<file path="config.mk">
export PLATFORM = sky130hd
export DESIGN_NAME = cfg_regs_0a_11
export DESIGN_NICKNAME = d
export VERILOG_FILES = /design/src/rtl/cfg_slice_pkg.sv /design/src/rtl/cfg_regs_0a_11.sv /design/src/rtl/ir_pin_router.sv
export SDC_FILE = /design/constraint.sdc
export NUM_CORES = 1
export LEC_CHECK = 0
export BUFFER_PORTS_ARGS = -buffer_cell sky130_fd_sc_hd__clkbuf_2
export CORE_MARGIN = 3
export CORE_UTILIZATION = 30
export CTS_BUF_LIST = sky130_fd_sc_hd__clkbuf_16
export CTS_CLUSTER_DIAMETER = 60
export CTS_CLUSTER_SIZE = 8
export DETAILED_ROUTE_END_ITERATION = 10
export PLACE_DENSITY = 0.59
export SKIP_LAST_GASP = 1
export SYNTH_ARGS = -nofsm -noshare
export SYNTH_HDL_FRONTEND = slang
export SYNTH_SLANG_ARGS = --single-unit
</file>
<file path="constraint.sdc">
create_clock -name clk -period 2.2 [get_ports clk]
set_input_delay 0.22 -clock clk [delete_from_list [all_inputs] [get_ports clk]]
set_output_delay 0.22 -clock clk [all_outputs]
set_load 0.01 [all_outputs]
</file>
<file path="src/rtl/cfg_slice_pkg.sv">
// What this block does
// Registers respond only in configuration state with matching index selected.
// Index 0A resets to zero; low nibble sets parallel port FIFO threshold.
// Index 0A bits five and four ignore writes and read zero.
// Index 0A bits seven and six select infrared routing, reset to default.
// Routing 00 primary pins, 01 secondary, 10 reserved, 11 transmitters high-Z.
// Index 0B resets zero; two-bit rate table select per drive, drive 0 low.
// Index 0C resets to 02 hexadecimal.
// Index 0C bit 0 sets second serial receive polarity, 1 active low.
// Index 0C bit 1 sets second serial transmit polarity, default active low.
// Index 0C bit 2 selects duplex: 0 full, 1 half.
// Index 0C bits 5:3 select second serial mode; others reserved.
// Index 0C bit 6 enables first serial high-speed mode.
// Index 0C bit 7 enables second serial high-speed mode.
// Index 0D is read-only and returns a fixed identification code.
// Index 0E is read-only and returns the silicon revision level.
// Test registers at 0F and 10 reset to zero, all bits reserved.
// Test register at 11 resets to 80 hexadecimal, all bits reserved.
// Host software must not set any test mode bit.
// Writes to identification and revision registers have no effect.
package cfg_slice_pkg;
  localparam logic [7:0] IDX_THR_MUX = 8'h0A;
  localparam logic [7:0] IDX_RATE = 8'h0B;
  localparam logic [7:0] IDX_SERIAL = 8'h0C;
  localparam logic [7:0] IDX_DEV_ID = 8'h0D;
  localparam logic [7:0] IDX_REV = 8'h0E;
  localparam logic [7:0] IDX_TEST_A = 8'h0F;
  localparam logic [7:0] IDX_TEST_B = 8'h10;
  localparam logic [7:0] IDX_TEST_C = 8'h11;
  localparam logic [7:0] RST_THR_MUX = 8'h00;
  localparam logic [7:0] RST_RATE = 8'h00;
  localparam logic [7:0] RST_SERIAL = 8'h02;
  localparam logic [7:0] RST_TEST_A = 8'h00;
  localparam logic [7:0] RST_TEST_B = 8'h00;
  localparam logic [7:0] RST_TEST_C = 8'h80;
  // Writable bits of index 0A; bits 5:4 are reserved
  localparam logic [7:0] THR_MUX_WMASK = 8'hCF;
  // Arbitrary neutral identification and revision values
  localparam logic [7:0] DEVICE_ID_VALUE = 8'h5A;
  localparam logic [7:0] REVISION_VALUE = 8'h00;
  localparam int N_DRIVES = 4;

  typedef enum logic [1:0] {
    ROUTE_PRIMARY = 2'b00,
    ROUTE_SECONDARY = 2'b01,
    ROUTE_RESERVED = 2'b10,
    ROUTE_OFF = 2'b11
  } ir_route_t;

  typedef enum logic [2:0] {
    SMODE_STANDARD = 3'b000,
    SMODE_HP_SERIAL_INFRARED_MODE = 3'b001,
    SMODE_ASKIR = 3'b010
  } serial_mode_t;

  // Host side access carrier
  typedef struct packed {
    logic cfg_state;
    logic [7:0] index;
    logic wr;
    logic rd;
    logic [7:0] wdata;
  } cfg_req_t;

  // Decoded serial mode fields
  typedef struct packed {
    logic uart2_hs;
    logic uart1_hs;
    logic [2:0] mode;
    logic half_duplex;
    logic tx_active_low;
    logic rx_active_low;
  } serial_ctrl_t;
endpackage

</file>
<file path="src/rtl/cfg_regs_0a_11.sv">
`timescale 1ns/10ps
`default_nettype none
module cfg_regs_0a_11 (
  input wire logic clk,
  input wire logic nrst,
  input wire logic ce,
  input wire cfg_slice_pkg::cfg_req_t req,
  output logic [7:0] rdata,
  output logic rdata_valid,
  output logic hit,
  output logic [3:0] ecp_fifo_threshold,
  output logic [1:0] infrared_pin_routing,
  output logic [7:0] drive_rate_table_select,
  output cfg_slice_pkg::serial_ctrl_t serial_ctrl,
  output logic [7:0] test_control_a,
  output logic [7:0] test_control_b,
  output logic [7:0] test_control_c,
  input wire logic ir_tx_raw,
  input wire logic primary_ir_receive_pin,
  input wire logic secondary_ir_receive_pin,
  output logic ir_rx,
  output logic primary_ir_transmit_pin,
  output logic primary_ir_transmit_oe,
  output logic secondary_ir_transmit_pin,
  output logic secondary_ir_transmit_oe
);
  import cfg_slice_pkg::*;

  logic [7:0] thr_mux_r;
  logic [7:0] rate_r;
  logic [7:0] serial_r;
  logic [7:0] test_a_r;
  logic [7:0] test_b_r;
  logic [7:0] test_c_r;
  logic [7:0] rdata_r;
  logic rvalid_r;
  wire logic acc;
  wire logic wr_en;
  wire logic rd_en;
  wire logic [7:0] rd_mux;
  wire logic [7:0] thr_mux_nxt;

  // Index match helper
  function automatic logic sel(input logic [7:0] idx, input logic [7:0] want);
    sel = (idx == want);
  endfunction

  // Access decode, gated by configuration state
  assign acc = req.cfg_state && (req.index >= IDX_THR_MUX) && (req.index <= IDX_TEST_C);
  assign wr_en = ce && acc && req.wr;
  assign rd_en = ce && acc && req.rd;
  assign hit = acc;
  assign thr_mux_nxt = req.wdata & THR_MUX_WMASK;

  // Read selection; id and revision are constants
  assign rd_mux = sel(req.index, IDX_THR_MUX) ? thr_mux_r :
                  sel(req.index, IDX_RATE) ? rate_r :
                  sel(req.index, IDX_SERIAL) ? serial_r :
                  sel(req.index, IDX_DEV_ID) ? DEVICE_ID_VALUE :
                  sel(req.index, IDX_REV) ? REVISION_VALUE :
                  sel(req.index, IDX_TEST_A) ? test_a_r :
                  sel(req.index, IDX_TEST_B) ? test_b_r :
                  test_c_r;

  // Per register index matches
  wire logic sel_thr;
  wire logic sel_rate;
  wire logic sel_serial;
  wire logic sel_id;
  wire logic sel_rev;
  wire logic sel_ta;
  wire logic sel_tb;
  wire logic sel_tc;
  // Shared decode for the checks below
  assign sel_thr = sel(req.index, IDX_THR_MUX);
  assign sel_rate = sel(req.index, IDX_RATE);
  assign sel_serial = sel(req.index, IDX_SERIAL);
  assign sel_id = sel(req.index, IDX_DEV_ID);
  assign sel_rev = sel(req.index, IDX_REV);
  assign sel_ta = sel(req.index, IDX_TEST_A);
  assign sel_tb = sel(req.index, IDX_TEST_B);
  assign sel_tc = sel(req.index, IDX_TEST_C);

  // Writable registers; id and revision have no storage
  always_ff @(posedge clk or negedge nrst) begin
    if (!nrst) begin
      thr_mux_r <= RST_THR_MUX;
      rate_r <= RST_RATE;
      serial_r <= RST_SERIAL;
      test_a_r <= RST_TEST_A;
      test_b_r <= RST_TEST_B;
      test_c_r <= RST_TEST_C;
    end else if (wr_en) begin
      if (sel(req.index, IDX_THR_MUX)) thr_mux_r <= thr_mux_nxt;
      if (sel(req.index, IDX_RATE)) rate_r <= req.wdata;
      if (sel(req.index, IDX_SERIAL)) serial_r <= req.wdata;
      if (sel(req.index, IDX_TEST_A)) test_a_r <= req.wdata;
      if (sel(req.index, IDX_TEST_B)) test_b_r <= req.wdata;
      if (sel(req.index, IDX_TEST_C)) test_c_r <= req.wdata;
    end
  end

  // Registered read data, one cycle after request
  always_ff @(posedge clk or negedge nrst) begin
    if (!nrst) begin
      rdata_r <= 8'h00;
      rvalid_r <= 1'b0;
    end else if (ce) begin
      rvalid_r <= rd_en;
      if (rd_en) rdata_r <= rd_mux;
    end
  end

  // Control outputs
  assign rdata = rdata_r;
  assign rdata_valid = rvalid_r;
  assign ecp_fifo_threshold = thr_mux_r[3:0];
  assign infrared_pin_routing = thr_mux_r[7:6];
  assign drive_rate_table_select = rate_r;
  assign serial_ctrl = serial_r;
  assign test_control_a = test_a_r;
  assign test_control_b = test_b_r;
  assign test_control_c = test_c_r;

  ir_pin_router u_router (
    .route(thr_mux_r[7:6]),
    .rx_active_low(serial_r[0]),
    .tx_active_low(serial_r[1]),
    .ir_tx_raw(ir_tx_raw),
    .primary_ir_receive_pin(primary_ir_receive_pin),
    .secondary_ir_receive_pin(secondary_ir_receive_pin),
    .ir_rx(ir_rx),
    .primary_ir_transmit_pin(primary_ir_transmit_pin),
    .primary_ir_transmit_oe(primary_ir_transmit_oe),
    .secondary_ir_transmit_pin(secondary_ir_transmit_pin),
    .secondary_ir_transmit_oe(secondary_ir_transmit_oe)
  );

  // Checks
  chk_no_cfg_write: assert property (@(posedge clk) disable iff (!nrst)
    (!req.cfg_state && req.wr) |=> $stable(thr_mux_r) && $stable(serial_r))
    else $error("register changed outside configuration state");
  chk_rsvd_bits_zero: assert property (@(posedge clk) disable iff (!nrst)
    thr_mux_r[5:4] == 2'b00) else $error("reserved bits of 0A nonzero");
  chk_thr_write: assert property (@(posedge clk) disable iff (!nrst)
    (wr_en && req.index == IDX_THR_MUX) |=> ecp_fifo_threshold == $past(req.wdata[3:0]))
    else $error("threshold not written");
  chk_route_off: assert property (@(posedge clk) disable iff (!nrst)
    infrared_pin_routing == 2'b11 |-> !primary_ir_transmit_oe && !secondary_ir_transmit_oe)
    else $error("transmitters driven while routed off");
  chk_route_one: assert property (@(posedge clk) disable iff (!nrst)
    !(primary_ir_transmit_oe && secondary_ir_transmit_oe)) else $error("both transmitters on");
  chk_rate_write: assert property (@(posedge clk) disable iff (!nrst)
    (wr_en && req.index == IDX_RATE) |=> rate_r == $past(req.wdata))
    else $error("rate select not written");
  chk_id_read: assert property (@(posedge clk) disable iff (!nrst)
    (rd_en && req.index == IDX_DEV_ID) |=> rdata == DEVICE_ID_VALUE && rdata_valid)
    else $error("id read wrong");
  chk_rev_read: assert property (@(posedge clk) disable iff (!nrst)
    (rd_en && req.index == IDX_REV) |=> rdata == REVISION_VALUE)
    else $error("revision read wrong");
  chk_tx_polarity: assert property (@(posedge clk) disable iff (!nrst)
    primary_ir_transmit_pin == (ir_tx_raw ^ serial_ctrl.tx_active_low))
    else $error("transmit polarity wrong");
  chk_rx_polarity: assert property (@(posedge clk) disable iff (!nrst)
    (infrared_pin_routing == 2'b00) |-> ir_rx == (primary_ir_receive_pin ^ serial_r[0]))
    else $error("receive polarity wrong");

  // State holds unless its own write is taken
  chk_thr_hold: assert property (@(posedge clk) disable iff (!nrst)
    !(wr_en && sel_thr)
    |=> $stable(thr_mux_r))
    else $error("index 0A changed without write");
  chk_rate_hold: assert property (@(posedge clk) disable iff (!nrst)
    !(wr_en && sel_rate)
    |=> $stable(rate_r))
    else $error("index 0B changed without write");
  chk_serial_hold: assert property (@(posedge clk) disable iff (!nrst)
    !(wr_en && sel_serial)
    |=> $stable(serial_r))
    else $error("index 0C changed without write");
  chk_test_a_hold: assert property (@(posedge clk) disable iff (!nrst)
    !(wr_en && sel_ta)
    |=> $stable(test_a_r))
    else $error("index 0F changed without write");
  chk_test_b_hold: assert property (@(posedge clk) disable iff (!nrst)
    !(wr_en && sel_tb)
    |=> $stable(test_b_r))
    else $error("index 10 changed without write");
  chk_test_c_hold: assert property (@(posedge clk) disable iff (!nrst)
    !(wr_en && sel_tc)
    |=> $stable(test_c_r))
    else $error("index 11 changed without write");
  chk_ce_freeze: assert property (@(posedge clk) disable iff (!nrst)
    !ce
    |=> $stable(rdata) && $stable(rdata_valid))
    else $error("read side moved with enable low");
  chk_ce_regs: assert property (@(posedge clk) disable iff (!nrst)
    !ce
    |=> $stable(thr_mux_r) && $stable(rate_r) && $stable(serial_r))
    else $error("register moved with enable low");
  chk_rdata_hold: assert property (@(posedge clk) disable iff (!nrst)
    !rd_en
    |=> $stable(rdata))
    else $error("read data changed without read");

  // Access decode
  chk_state_gate: assert property (@(posedge clk) disable iff (!nrst)
    !req.cfg_state
    |-> !hit)
    else $error("hit outside configuration state");
  chk_range_low: assert property (@(posedge clk) disable iff (!nrst)
    (req.index < IDX_THR_MUX)
    |-> !hit)
    else $error("hit below slice");
  chk_range_high: assert property (@(posedge clk) disable iff (!nrst)
    (req.index > IDX_TEST_C)
    |-> !hit)
    else $error("hit above slice");
  chk_hit_inside: assert property (@(posedge clk) disable iff (!nrst)
    (req.cfg_state && sel_serial)
    |-> hit)
    else $error("no hit inside slice");
  chk_read_pulse: assert property (@(posedge clk) disable iff (!nrst)
    rd_en
    |=> rdata_valid)
    else $error("taken read gave no valid");
  chk_read_only_taken: assert property (@(posedge clk) disable iff (!nrst)
    (ce && !rd_en)
    |=> !rdata_valid)
    else $error("valid without taken read");
  chk_refused_read: assert property (@(posedge clk) disable iff (!nrst)
    (ce && req.rd && !req.cfg_state)
    |=> !rdata_valid)
    else $error("read answered outside configuration state");

  // Writes land in the next cycle
  chk_serial_write: assert property (@(posedge clk) disable iff (!nrst)
    (wr_en && sel_serial)
    |=> serial_r == $past(req.wdata))
    else $error("serial mode not written");
  chk_route_write: assert property (@(posedge clk) disable iff (!nrst)
    (wr_en && sel_thr)
    |=> infrared_pin_routing == $past(req.wdata[7:6]))
    else $error("routing not written");
  chk_rsvd_write: assert property (@(posedge clk) disable iff (!nrst)
    (wr_en && sel_thr)
    |=> thr_mux_r[5:4] == 2'b00)
    else $error("reserved bits took a write");
  chk_test_a_write: assert property (@(posedge clk) disable iff (!nrst)
    (wr_en && sel_ta)
    |=> test_control_a == $past(req.wdata))
    else $error("index 0F not written");
  chk_test_b_write: assert property (@(posedge clk) disable iff (!nrst)
    (wr_en && sel_tb)
    |=> test_control_b == $past(req.wdata))
    else $error("index 10 not written");
  chk_test_c_write: assert property (@(posedge clk) disable iff (!nrst)
    (wr_en && sel_tc)
    |=> test_control_c == $past(req.wdata))
    else $error("index 11 not written");
  chk_id_no_store: assert property (@(posedge clk) disable iff (!nrst)
    (wr_en && (sel_id || sel_rev))
    |=> $stable(thr_mux_r) && $stable(rate_r) && $stable(serial_r))
    else $error("read-only write touched storage");

  // Read data is the value held at the taken edge
  chk_thr_read: assert property (@(posedge clk) disable iff (!nrst)
    (rd_en && sel_thr)
    |=> rdata == $past(thr_mux_r))
    else $error("index 0A read wrong");
  chk_rate_read: assert property (@(posedge clk) disable iff (!nrst)
    (rd_en && sel_rate)
    |=> rdata == $past(rate_r))
    else $error("index 0B read wrong");
  chk_serial_read: assert property (@(posedge clk) disable iff (!nrst)
    (rd_en && sel_serial)
    |=> rdata == $past(serial_r))
    else $error("index 0C read wrong");
  chk_test_a_read: assert property (@(posedge clk) disable iff (!nrst)
    (rd_en && sel_ta)
    |=> rdata == $past(test_a_r))
    else $error("index 0F read wrong");
  chk_test_b_read: assert property (@(posedge clk) disable iff (!nrst)
    (rd_en && sel_tb)
    |=> rdata == $past(test_b_r))
    else $error("index 10 read wrong");
  chk_test_c_read: assert property (@(posedge clk) disable iff (!nrst)
    (rd_en && sel_tc)
    |=> rdata == $past(test_c_r))
    else $error("index 11 read wrong");
  chk_rev_valid: assert property (@(posedge clk) disable iff (!nrst)
    (rd_en && sel_rev)
    |=> rdata_valid)
    else $error("revision read gave no valid");

  // Serial control fields
  chk_duplex_map: assert property (@(posedge clk) disable iff (!nrst)
    serial_ctrl.half_duplex == serial_r[2])
    else $error("duplex field misplaced");
  chk_mode_map: assert property (@(posedge clk) disable iff (!nrst)
    serial_ctrl.mode == serial_r[5:3])
    else $error("mode field misplaced");
  chk_speed1_map: assert property (@(posedge clk) disable iff (!nrst)
    serial_ctrl.uart1_hs == serial_r[6])
    else $error("first speed bit misplaced");
  chk_speed2_map: assert property (@(posedge clk) disable iff (!nrst)
    serial_ctrl.uart2_hs == serial_r[7])
    else $error("second speed bit misplaced");

  // Pin routing
  chk_primary_oe: assert property (@(posedge clk) disable iff (!nrst)
    (infrared_pin_routing == ROUTE_PRIMARY)
    |-> primary_ir_transmit_oe && !secondary_ir_transmit_oe)
    else $error("primary route drives wrong pin");
  chk_secondary_oe: assert property (@(posedge clk) disable iff (!nrst)
    (infrared_pin_routing == ROUTE_SECONDARY)
    |-> secondary_ir_transmit_oe && !primary_ir_transmit_oe)
    else $error("secondary route drives wrong pin");
  chk_reserved_route: assert property (@(posedge clk) disable iff (!nrst)
    (infrared_pin_routing == ROUTE_RESERVED)
    |-> !primary_ir_transmit_oe && !secondary_ir_transmit_oe)
    else $error("reserved route drives a pin");
  chk_rx_secondary: assert property (@(posedge clk) disable iff (!nrst)
    (infrared_pin_routing == ROUTE_SECONDARY)
    |-> ir_rx == (secondary_ir_receive_pin ^ serial_r[0]))
    else $error("secondary receive wrong");
  chk_tx_secondary: assert property (@(posedge clk) disable iff (!nrst)
    secondary_ir_transmit_pin == (ir_tx_raw ^ serial_r[1]))
    else $error("secondary transmit polarity wrong");

  cov_route_off: cover property (@(posedge clk) disable iff (!nrst)
    infrared_pin_routing == ROUTE_OFF);
  cov_frozen_write: cover property (@(posedge clk) disable iff (!nrst)
    !ce && acc && req.wr);
  cov_serial_write: cover property (@(posedge clk) disable iff (!nrst)
    wr_en && req.index == IDX_SERIAL);
  cov_route_secondary: cover property (@(posedge clk) disable iff (!nrst)
    infrared_pin_routing == 2'b01);
  cov_id_read: cover property (@(posedge clk) disable iff (!nrst)
    rd_en && req.index == IDX_DEV_ID);
endmodule
`default_nettype wire

</file>
<file path="src/rtl/ir_pin_router.sv">
`timescale 1ns/10ps
`default_nettype none
// Routes the second serial infrared signals onto one of two pin pairs
module ir_pin_router (
  input wire logic [1:0] route,
  input wire logic rx_active_low,
  input wire logic tx_active_low,
  input wire logic ir_tx_raw,
  input wire logic primary_ir_receive_pin,
  input wire logic secondary_ir_receive_pin,
  output logic ir_rx,
  output logic primary_ir_transmit_pin,
  output logic primary_ir_transmit_oe,
  output logic secondary_ir_transmit_pin,
  output logic secondary_ir_transmit_oe
);
  import cfg_slice_pkg::*;
  wire logic use_sec;
  wire logic tx_drv;
  wire logic rx_pin;
  // Pin selection and polarity
  assign use_sec = (route == ROUTE_SECONDARY);
  assign tx_drv = ir_tx_raw ^ tx_active_low;
  assign rx_pin = use_sec ? secondary_ir_receive_pin : primary_ir_receive_pin;
  assign ir_rx = rx_pin ^ rx_active_low;
  assign primary_ir_transmit_pin = tx_drv;
  assign secondary_ir_transmit_pin = tx_drv;
  assign primary_ir_transmit_oe = (route == ROUTE_PRIMARY);
  assign secondary_ir_transmit_oe = use_sec;
endmodule
`default_nettype wire

</file>
Yosys cells after proc, flatten, opt, wreduce, memory -nomap -nowiden
Cells that the tools add are included.

storage, ports and cells
  output and inout bits = 61
  ROM bits = 0
  RAM bits = 0
  memories kept = 0
  register bits = 55
  input bits = 25
  logic and storage cells = 42
  latch bits = 0

cells by class
  multiplexer cells = 8
  add/sub/neg operators = 0
  reduce and logical (&&, ||, !) cells = 13
  divide/modulo/power cells = 0
  $lt $le $gt $ge = 2
  bitwise operators = 2
  multiply operators = 0
  equal/unequal tests = 9
  shift-type cells = 0

operators by type and width
  kind                                                                                  number
  8-bit two-way mux                                                                     7
  8-bit by 4-bit equality test with 1-bit output (second input constant)                6
  8-bit by 5-bit equality test with 1-bit output (second input constant)                2
  2-bit AND reduction                                                                   7
  8-bit by 4-bit greater-or-equal comparator with 1-bit output (second input constant)  1
  8-bit by 5-bit less-or-equal comparator with 1-bit output (second input constant)     1
  1-bit logical AND                                                                     5
  2-bit by 1-bit equality test with 1-bit output (second input constant)                1
  2-bit logical NOT                                                                     1
  1-bit bitwise XOR                                                                     2
  1-bit two-way mux                                                                     1

Longest topological paths before layout
Gate-level depths: netlist of run 1.

  depth after elaboration = 8
  depth in mapped cells = 7
  gate-level depth less buffers = 5

Hierarchy
Synthesis of run 1 repeated with hierarchy kept, for this count alone.

second synthesis, totals
  cell total of the unflattened synthesis = 228
  area, all modules = 2731.4 µm²

modules (own cells, without submodules)
  module          instances  area an instance (µm²)  sequential area each (µm²)  cells an instance
  cfg_regs_0a_11  1          2678.8                  1378.8                      222
  ir_pin_router   1          52.6                    0.0                         6

Worst setup path after synthesis of run 1
Ideal clock, no wire load.

  kind = in2reg
  start point = input port req[12] (netlist bit)
  end point = register test_a_r[0], in the netlist test_control_a[0]
  setup time = 125 ps
  path buffers = 2
  arrival time = 1892 ps
  data required time = 2075 ps
  path slack = 184 ps
  cell stages on the path = 7
  cell sequence = or4b_1 buf_6 o21ai_4 and3_1 and3_1 buf_6 mux2_2

on the way
  word-level cells in the longest chain between the ends = 6
  elaborated cells between the ends (all ways) = 8
  classes of those cells = order compare: 2; eq/ne: 1; reduce/logical: 5

ends and longest elaborated chain
  what                                                          line                  RTL
  start, declared                                               cfg_regs_0a_11.sv:7   input wire cfg_slice_pkg::cfg_req_t req,
  8-bit by 4-bit greater-or-equal comparator with 1-bit output  cfg_regs_0a_11.sv:49  assign acc = req.cfg_state && (req.index >= IDX_THR_MUX) && (req.index <= IDX_TEST_C);
  1-bit logical AND (2 in series)                               cfg_regs_0a_11.sv:49
  1-bit logical AND (2 in series)                               cfg_regs_0a_11.sv:50  assign wr_en = ce && acc && req.wr;
  2-bit AND reduction (no source line) (*)                      --
  end signal, assigned                                          cfg_regs_0a_11.sv:97  if (sel(req.index, IDX_TEST_A)) test_a_r <= req.wdata;
  end, declared                                                 cfg_regs_0a_11.sv:32  logic [7:0] test_a_r;

Mark *: on every way between the ends. The rest lies on a longest branch, timed or not.
A chain may end at the register's enable or synchronous reset.

Final worst setup path of run 1
  start point = input port req[13] (netlist bit)
  end point = register rdata_r[6], in the netlist rdata[6]

on the way
  word-level cells in the longest chain between the ends = 8
  elaborated cells between the ends (all ways) = 21
  classes of those cells = order compare: 2; eq/ne: 7; mux: 7; reduce/logical: 5

ends and longest elaborated chain
  what                                            line                   RTL
  8-bit by 5-bit equality test with 1-bit output  cfg_regs_0a_11.sv:45   sel = (idx == want);
  8-bit two-way mux                               cfg_regs_0a_11.sv:62   sel(req.index, IDX_TEST_B) ? test_b_r :
  8-bit two-way mux                               cfg_regs_0a_11.sv:61   sel(req.index, IDX_TEST_A) ? test_a_r :
  8-bit two-way mux                               cfg_regs_0a_11.sv:60   sel(req.index, IDX_REV) ? REVISION_VALUE :
  8-bit two-way mux                               cfg_regs_0a_11.sv:59   sel(req.index, IDX_DEV_ID) ? DEVICE_ID_VALUE :
  8-bit two-way mux                               cfg_regs_0a_11.sv:58   sel(req.index, IDX_SERIAL) ? serial_r :
  8-bit two-way mux                               cfg_regs_0a_11.sv:57   sel(req.index, IDX_RATE) ? rate_r :
  8-bit two-way mux                               cfg_regs_0a_11.sv:56   assign rd_mux = sel(req.index, IDX_THR_MUX) ? thr_mux_r :
  end signal, assigned                            cfg_regs_0a_11.sv:110  if (rd_en) rdata_r <= rd_mux;
  end, declared                                   cfg_regs_0a_11.sv:35   logic [7:0] rdata_r;

Several ways; a longest one is shown, not always the timed one.

==> flow_metrics.env, run 1 <==
export IMPL_synth_distinct_cells=42
export IMPL_fmax_mhz=506
export IMPL_crit_type="primary input to register"
export IMPL_antenna_cells=0
export IMPL_dpl_cell_count=425
export IMPL_min_from="ce"
export IMPL_crit_required_ns=2.37
export IMPL_start_kind="primary input"
export IMPL_slew_limit_headroom_pct=62.8
export IMPL_die_area_mm2=0.0102
export IMPL_dr_pass1_iters=4
export IMPL_crit_start="req[13]"
export IMPL_die_h_um=101
export IMPL_synth_seq_cells=55
export IMPL_ant_nets=0
export IMPL_ios=86
export IMPL_final_nets=350
export IMPL_fillers=866
export IMPL_syn_num_nets=250
export IMPL_grt_pass1_vias=2217
export IMPL_layout_cells_non_filler=434
export IMPL_cts_setup_buffers=0
export IMPL_num_vias=2210
export IMPL_worstMarginPinSlew_ns=0.550
export IMPL_power_total_mw=2.08
export IMPL_fp_dieW_um=101
export IMPL_placementRows=34
export IMPL_gp_congestion=0.811
export IMPL_min_path_type="primary input to register"
export IMPL_hpwl_mm=6.18
export IMPL_design_area_mm2=0.00351
export IMPL_vias_per_cell=5.09
export IMPL_syn_inst=225
export IMPL_finalHoldViolCount=0
export IMPL_cts_sinks=55
export IMPL_cts_made_buffers=5
export IMPL_clk_insertion_delay_late_ns=0.29
export IMPL_path_clk_slew_ns=0.07
export IMPL_seqCellArea_mm2=0.00138
export IMPL_grt_pass1_wl_mm=12.3
export IMPL_yosysSeqAreaShare_pct=50.9
export IMPL_maxSlewViolCount=0
export IMPL_core_mm2=0.00876
export IMPL_final_setup_tns_ns=0
export IMPL_drt_iter0_markers=84
export IMPL_power_density_mw_per_mm2=593
export IMPL_r2r_start="test_control_a[5]"
export IMPL_grtUsageTotal_pct=15.8
export IMPL_htreeDepth=2
export IMPL_setup_violations=0
export IMPL_place_area_mm2=0.00334
export IMPL_clock_root_buffer="clkbuf_16"
export IMPL_area_delta_synth_final_pct=29.6
export IMPL_syn_area_mm2=0.00271
export IMPL_rsz0062_at_grt="no"
export IMPL_skew_ns=0.00185
export IMPL_p_leak_nw=1.85
export IMPL_cp_end_kind="register"
export IMPL_drt_total_wl_mm=7.96
export IMPL_critPathMaxFanout=6
export IMPL_period_share_pct=89.8
export IMPL_antenna_found_initial=0
export IMPL_multi_input_area_mm2=0.00125
export IMPL_drive_gt1_share_pct=51.8
export IMPL_start_util_pct=30.9
export IMPL_wl_per_cell_um=18.3
export IMPL_min_period_ns=1.98
export IMPL_grt_overflow=0
export IMPL_drv_cap=0
export IMPL_clock_path_buffers=2
export IMPL_portBuffers=85
export IMPL_grt_max_degree=25
export IMPL_arrival_ns=2.15
export IMPL_yosysWarnings=0
export IMPL_irDropWorstVdd_mv=0.427
export IMPL_cts_tree="done"
export IMPL_status="complete, no violations"
export IMPL_synth_area_per_cell_um2=12.0
export IMPL_fin_hold_ws_ns=0.136
export IMPL_drc_errors=0
-- synthesized netlist by cell type (all sizes together) --
cell type / instances / share of area, %
nor2: 14 / 1.9
nor4: 1 / 0.79
dfrtp: 53 / 49
mux2i: 2 / 0.74
dfstp: 2 / 1.9
a21boi: 1 / 0.28
nand2b: 1 / 0.23
a21o: 3 / 0.83
nor3b: 1 / 0.28
and2: 1 / 0.23
a21oi: 18 / 3.3
mux2: 49 / 20
clkbuf: 6 / 0.83
nand4: 5 / 1.9
a22oi: 3 / 0.83
xor2: 1 / 0.32
nand2: 7 / 1.1
inv: 4 / 0.55
o22ai: 8 / 1.8
nor3: 5 / 1.9
buf: 5 / 1.7
or3: 1 / 0.23
o31ai: 3 / 0.83
nand3: 3 / 1.0
xnor2: 1 / 0.32
a22o: 2 / 0.65
o31a: 1 / 0.32
nor4b: 1 / 0.32
and3: 5 / 1.2
or4b: 1 / 0.37
o21ai: 13 / 2.8
o221ai: 1 / 0.32
nor2b: 2 / 0.46
a211oi: 1 / 0.28
-- where the power goes --
group          switching, mW  internal [mW]  leakage (nW)
Combinational          0.110         0.0603          1.00
Clock                  0.347          0.529        0.0864
Sequential           0.00813           1.02         0.758
-- what timing repair did --
item / in CTS / in global routing
hold endpoints to repair: 11 / 0
endpoints found under the setup margin: 0 / 0
hold buffers: 1 / 0
resized for setup: 0 / 0
-- logic make-up (layout without fill, tap and decap cells) --
logic type	count (synthesis)	in the layout	share of synthesized area, %
flops	55	55	50.9
xor+xnor	2	2	0.647
buf+inv	15	116	3.05
mux	51	51	21.1
compound gates	54	54	12.3
simple gates	48	48	12.0
-- placed cells by master, fill, tap and decap left out, types with 3 or more instances in the layout --
cell	n
clkbuf_16	5
o21ai_0	12
o31ai_1	3
inv_1	6
nand2_1	6
clkbuf_2	85
o22ai_1	8
a21o_1	3
nand4_1	3
and3_1	5
buf_4	18
mux2_2	49
dfrtp_1	53
a21oi_1	18
a22oi_1	3
nor2_1	14
-- per-layer routing --
layer | vias to the layer above | track usage [%] | wire length (um)
met3 | 11 | 3.88 | 487
met2 | 63 | 25.4 | 3780
met5 | - | 0 | 0
li1 | 1030 | - | -
met1 | 1106 | 21.3 | 3590
met4 | 0 | 3.99 | 104
-- stage by stage --
step	util, %	setup WS (ns)
2_1_floorplan	-	0.184
3_3_place_gp	38.1	-0.0309
3_5_place_dp	38.1	-0.0715
4_1_cts	40.0	0.211
5_1_grt	40.0	0.191
6_report	40.0	0.225
-- sequential cells by signal, indices dropped and copies added (netlist names) --
register                 cells
drive_rate_table_select      8
rdata                        8
serial_ctrl                  8
test_control_a               8
test_control_b               8
test_control_c               8
thr_mux_r                    6
rdata_valid                  1
-- area by class of cell --
cell class,instances,area share (%)
Timing Repair Buffer,104,16.3
Clock inverter,3,1.07
Clock buffer,5,3.57
Inverter,4,0.428
Sequential cell,55,39.3
Multi-Input combinational cell,155,35.5
Tap cell,108,3.85
-- worst paths after layout --
kind	end	slack, ns	cells after the start
worst max register to register	rdata[5]	1.02	4
worst min register to register	rdata[4]	0.50	2
worst min-delay path	rdata_valid	0.14	2
worst max-delay path	rdata[6]	0.22	7
min in group asynchronous	thr_mux_r[1]	0.38	2
max in group asynchronous	serial_ctrl[2]	1.17	3
-- worst max-delay path, cell delays in order --
cell and delay (ns):
clkbuf_2 0.10, or4b_1 0.59, buf_4 0.21, nor3_4 0.38
mux2_2 0.39, o22ai_1 0.17, a21oi_1 0.09
Power figures use the tool's default switching activity.
==> run 2: changes to the inputs <==
==> constraint.sdc (replaced) <==
create_clock -name clk -period 2.5 [get_ports clk]
set_input_delay 0.25 -clock clk [delete_from_list [all_inputs] [get_ports clk]]
set_output_delay 0.25 -clock clk [all_outputs]
set_load 0.01 [all_outputs]
==> run 2 against run 1 <==
Effect of this change: via count fell by 1.7%; power fell by 12%; combinational power fell by 15%; hold slack got worse by 0.057 ns; wire length fell by 1.1%; flip-flop and latch count did not move; final area fell by 1.1%; final cell count fell by 1.2%; critical path type unchanged; largest power group unchanged; highest routed layer unchanged.
==> flow_metrics.env, run 2 (synthesized netlist as in run 1, its figures left out) <==
export IMPL_fillers=897
export IMPL_skew_ns=0.00194
export IMPL_clock_root_buffer="clkbuf_16"
export IMPL_wl_per_cell_um=18.3
export IMPL_rrSetupSlack_ns=1.31
export IMPL_clk_insertion_delay_late_ns=0.29
export IMPL_slew_limit_headroom_pct=52.9
export IMPL_dr_pass1_iters=4
export IMPL_design_area_mm2=0.00347
export IMPL_ctsHoldBuffers=0
export IMPL_power_density_mw_per_mm2=528
export IMPL_start_kind="primary input"
export IMPL_drv_cap=0
export IMPL_finalHoldViolCount=0
export IMPL_grt_pass1_vias=2091
export IMPL_setup_violations=0
export IMPL_die_area_mm2=0.0102
export IMPL_rsz0062_at_grt="no"
export IMPL_place_ws_ns=0.120
export IMPL_cts_resized=0
export IMPL_mostFrequentLayoutCells="clkbuf_2, dfrtp_1, mux2_2"
export IMPL_maxSlewViolCount=0
export IMPL_core_mm2=0.00876
export IMPL_fmax_mhz=484
export IMPL_cts_setup_buffers=0
export IMPL_status="complete, no violations"
export IMPL_worstMarginPinSlew_ns=0.706
export IMPL_hpwl_mm=5.93
export IMPL_critPathMaxFanout=6
export IMPL_dpl_cell_count=421
export IMPL_htreeDepth=2
export IMPL_clock_path_buffers=2
export IMPL_area_delta_synth_final_pct=28.1
export IMPL_grt_pass1_wl_mm=12.1
export IMPL_portBuffers=85
export IMPL_min_path_type="primary input to asynchronous set/reset pin"
export IMPL_final_util_pct=39.6
export IMPL_antenna_cells=0
export IMPL_drive_gt1_share_pct=51.7
export IMPL_fp_dieW_um=101
export IMPL_min_period_ns=2.07
export IMPL_seqCellArea_mm2=0.00138
export IMPL_final_nets=345
export IMPL_arrival_ns=2.23
export IMPL_drt_total_wl_mm=7.87
export IMPL_num_vias=2172
export IMPL_multi_input_area_mm2=0.00125
export IMPL_grt_max_degree=56
export IMPL_reg2reg_depth=4
export IMPL_antenna_found_initial=0
export IMPL_gp_congestion=0.768
export IMPL_placementRows=34
export IMPL_crit_required_ns=2.67
export IMPL_power_total_mw=1.83
export IMPL_cts_tree="done"
export IMPL_start_util_pct=30.9
export IMPL_drt_iter0_markers=107
export IMPL_grtUsageTotal_pct=15.7
export IMPL_cts_made_buffers=5
export IMPL_fin_hold_ws_ns=0.0790
export IMPL_grt_overflow=0
export IMPL_cts_sinks=55
export IMPL_period_share_pct=82.7
export IMPL_crit_type="primary input to register"
export IMPL_fin_ws_ns=0.433
export IMPL_die_h_um=101
export IMPL_layout_cells_non_filler=429
export IMPL_vias_per_cell=5.06
export IMPL_layout_commonest_cell="clkbuf_2"
export IMPL_path_clk_slew_ns=0.07
export IMPL_ios=86
export IMPL_drc_errors=0
export IMPL_p_leak_nw=1.82
export IMPL_place_area_mm2=0.00331
export IMPL_ant_nets=0
export IMPL_final_setup_tns_ns=0
export IMPL_irDropWorstVdd_mv=0.251
export IMPL_cp_end_kind="register"
-- run 2: changes by cell type in the layout (fill, tap and decap cells not counted), sizes merged --
cell,previous run,this run
buf,18,14
clkinv,0,2
inv,6,4
dlygate4sd3,1,0
-- run 2: cell type report --
class | count | share of cell area, %
multi-input cells | 155 | 35.9
clock inverters | 3 | 1.12
flip-flops and latches | 55 | 39.7
well taps | 108 | 3.89
repair buffers | 99 | 15.3
inverters | 4 | 0.433
clock buffers | 5 | 3.60
-- run 2: worst paths after layout --
kind                                    from                         end
setup / recovery                     req[12]                    rdata[6]
hold / removal                          nrst           test_control_c[1]
setup reg to reg           test_control_c[7]                    rdata[7]
hold reg to reg                     rdata[4]                    rdata[4]
max in group asynchronous               nrst  drive_rate_table_select[0]
min in group clk                          ce                 rdata_valid
-- run 2: report_power, final --
group	total, mW	internal, mW	switching, mW	leakage [nW]
logic	0.145	0.0500	0.0952	0.978
registers	0.909	0.902	0.00739	0.758
clock network	0.778	0.468	0.310	0.0812
-- run 2: worst max-delay path: stages --
cell and delay (ns):
clkbuf_2 0.09, or4b_1 0.62, buf_4 0.22, nor3_4 0.38
mux2_2 0.38, o22ai_1 0.19, a21oi_1 0.10
-- run 2: metal layers --
metal / track usage (%) / part of all wire [%]
met1: 22.3 / 47
met4: 5.32 / 1.1
met5: 0 / 0
met3: 3.04 / 5.6
met2: 23.9 / 46
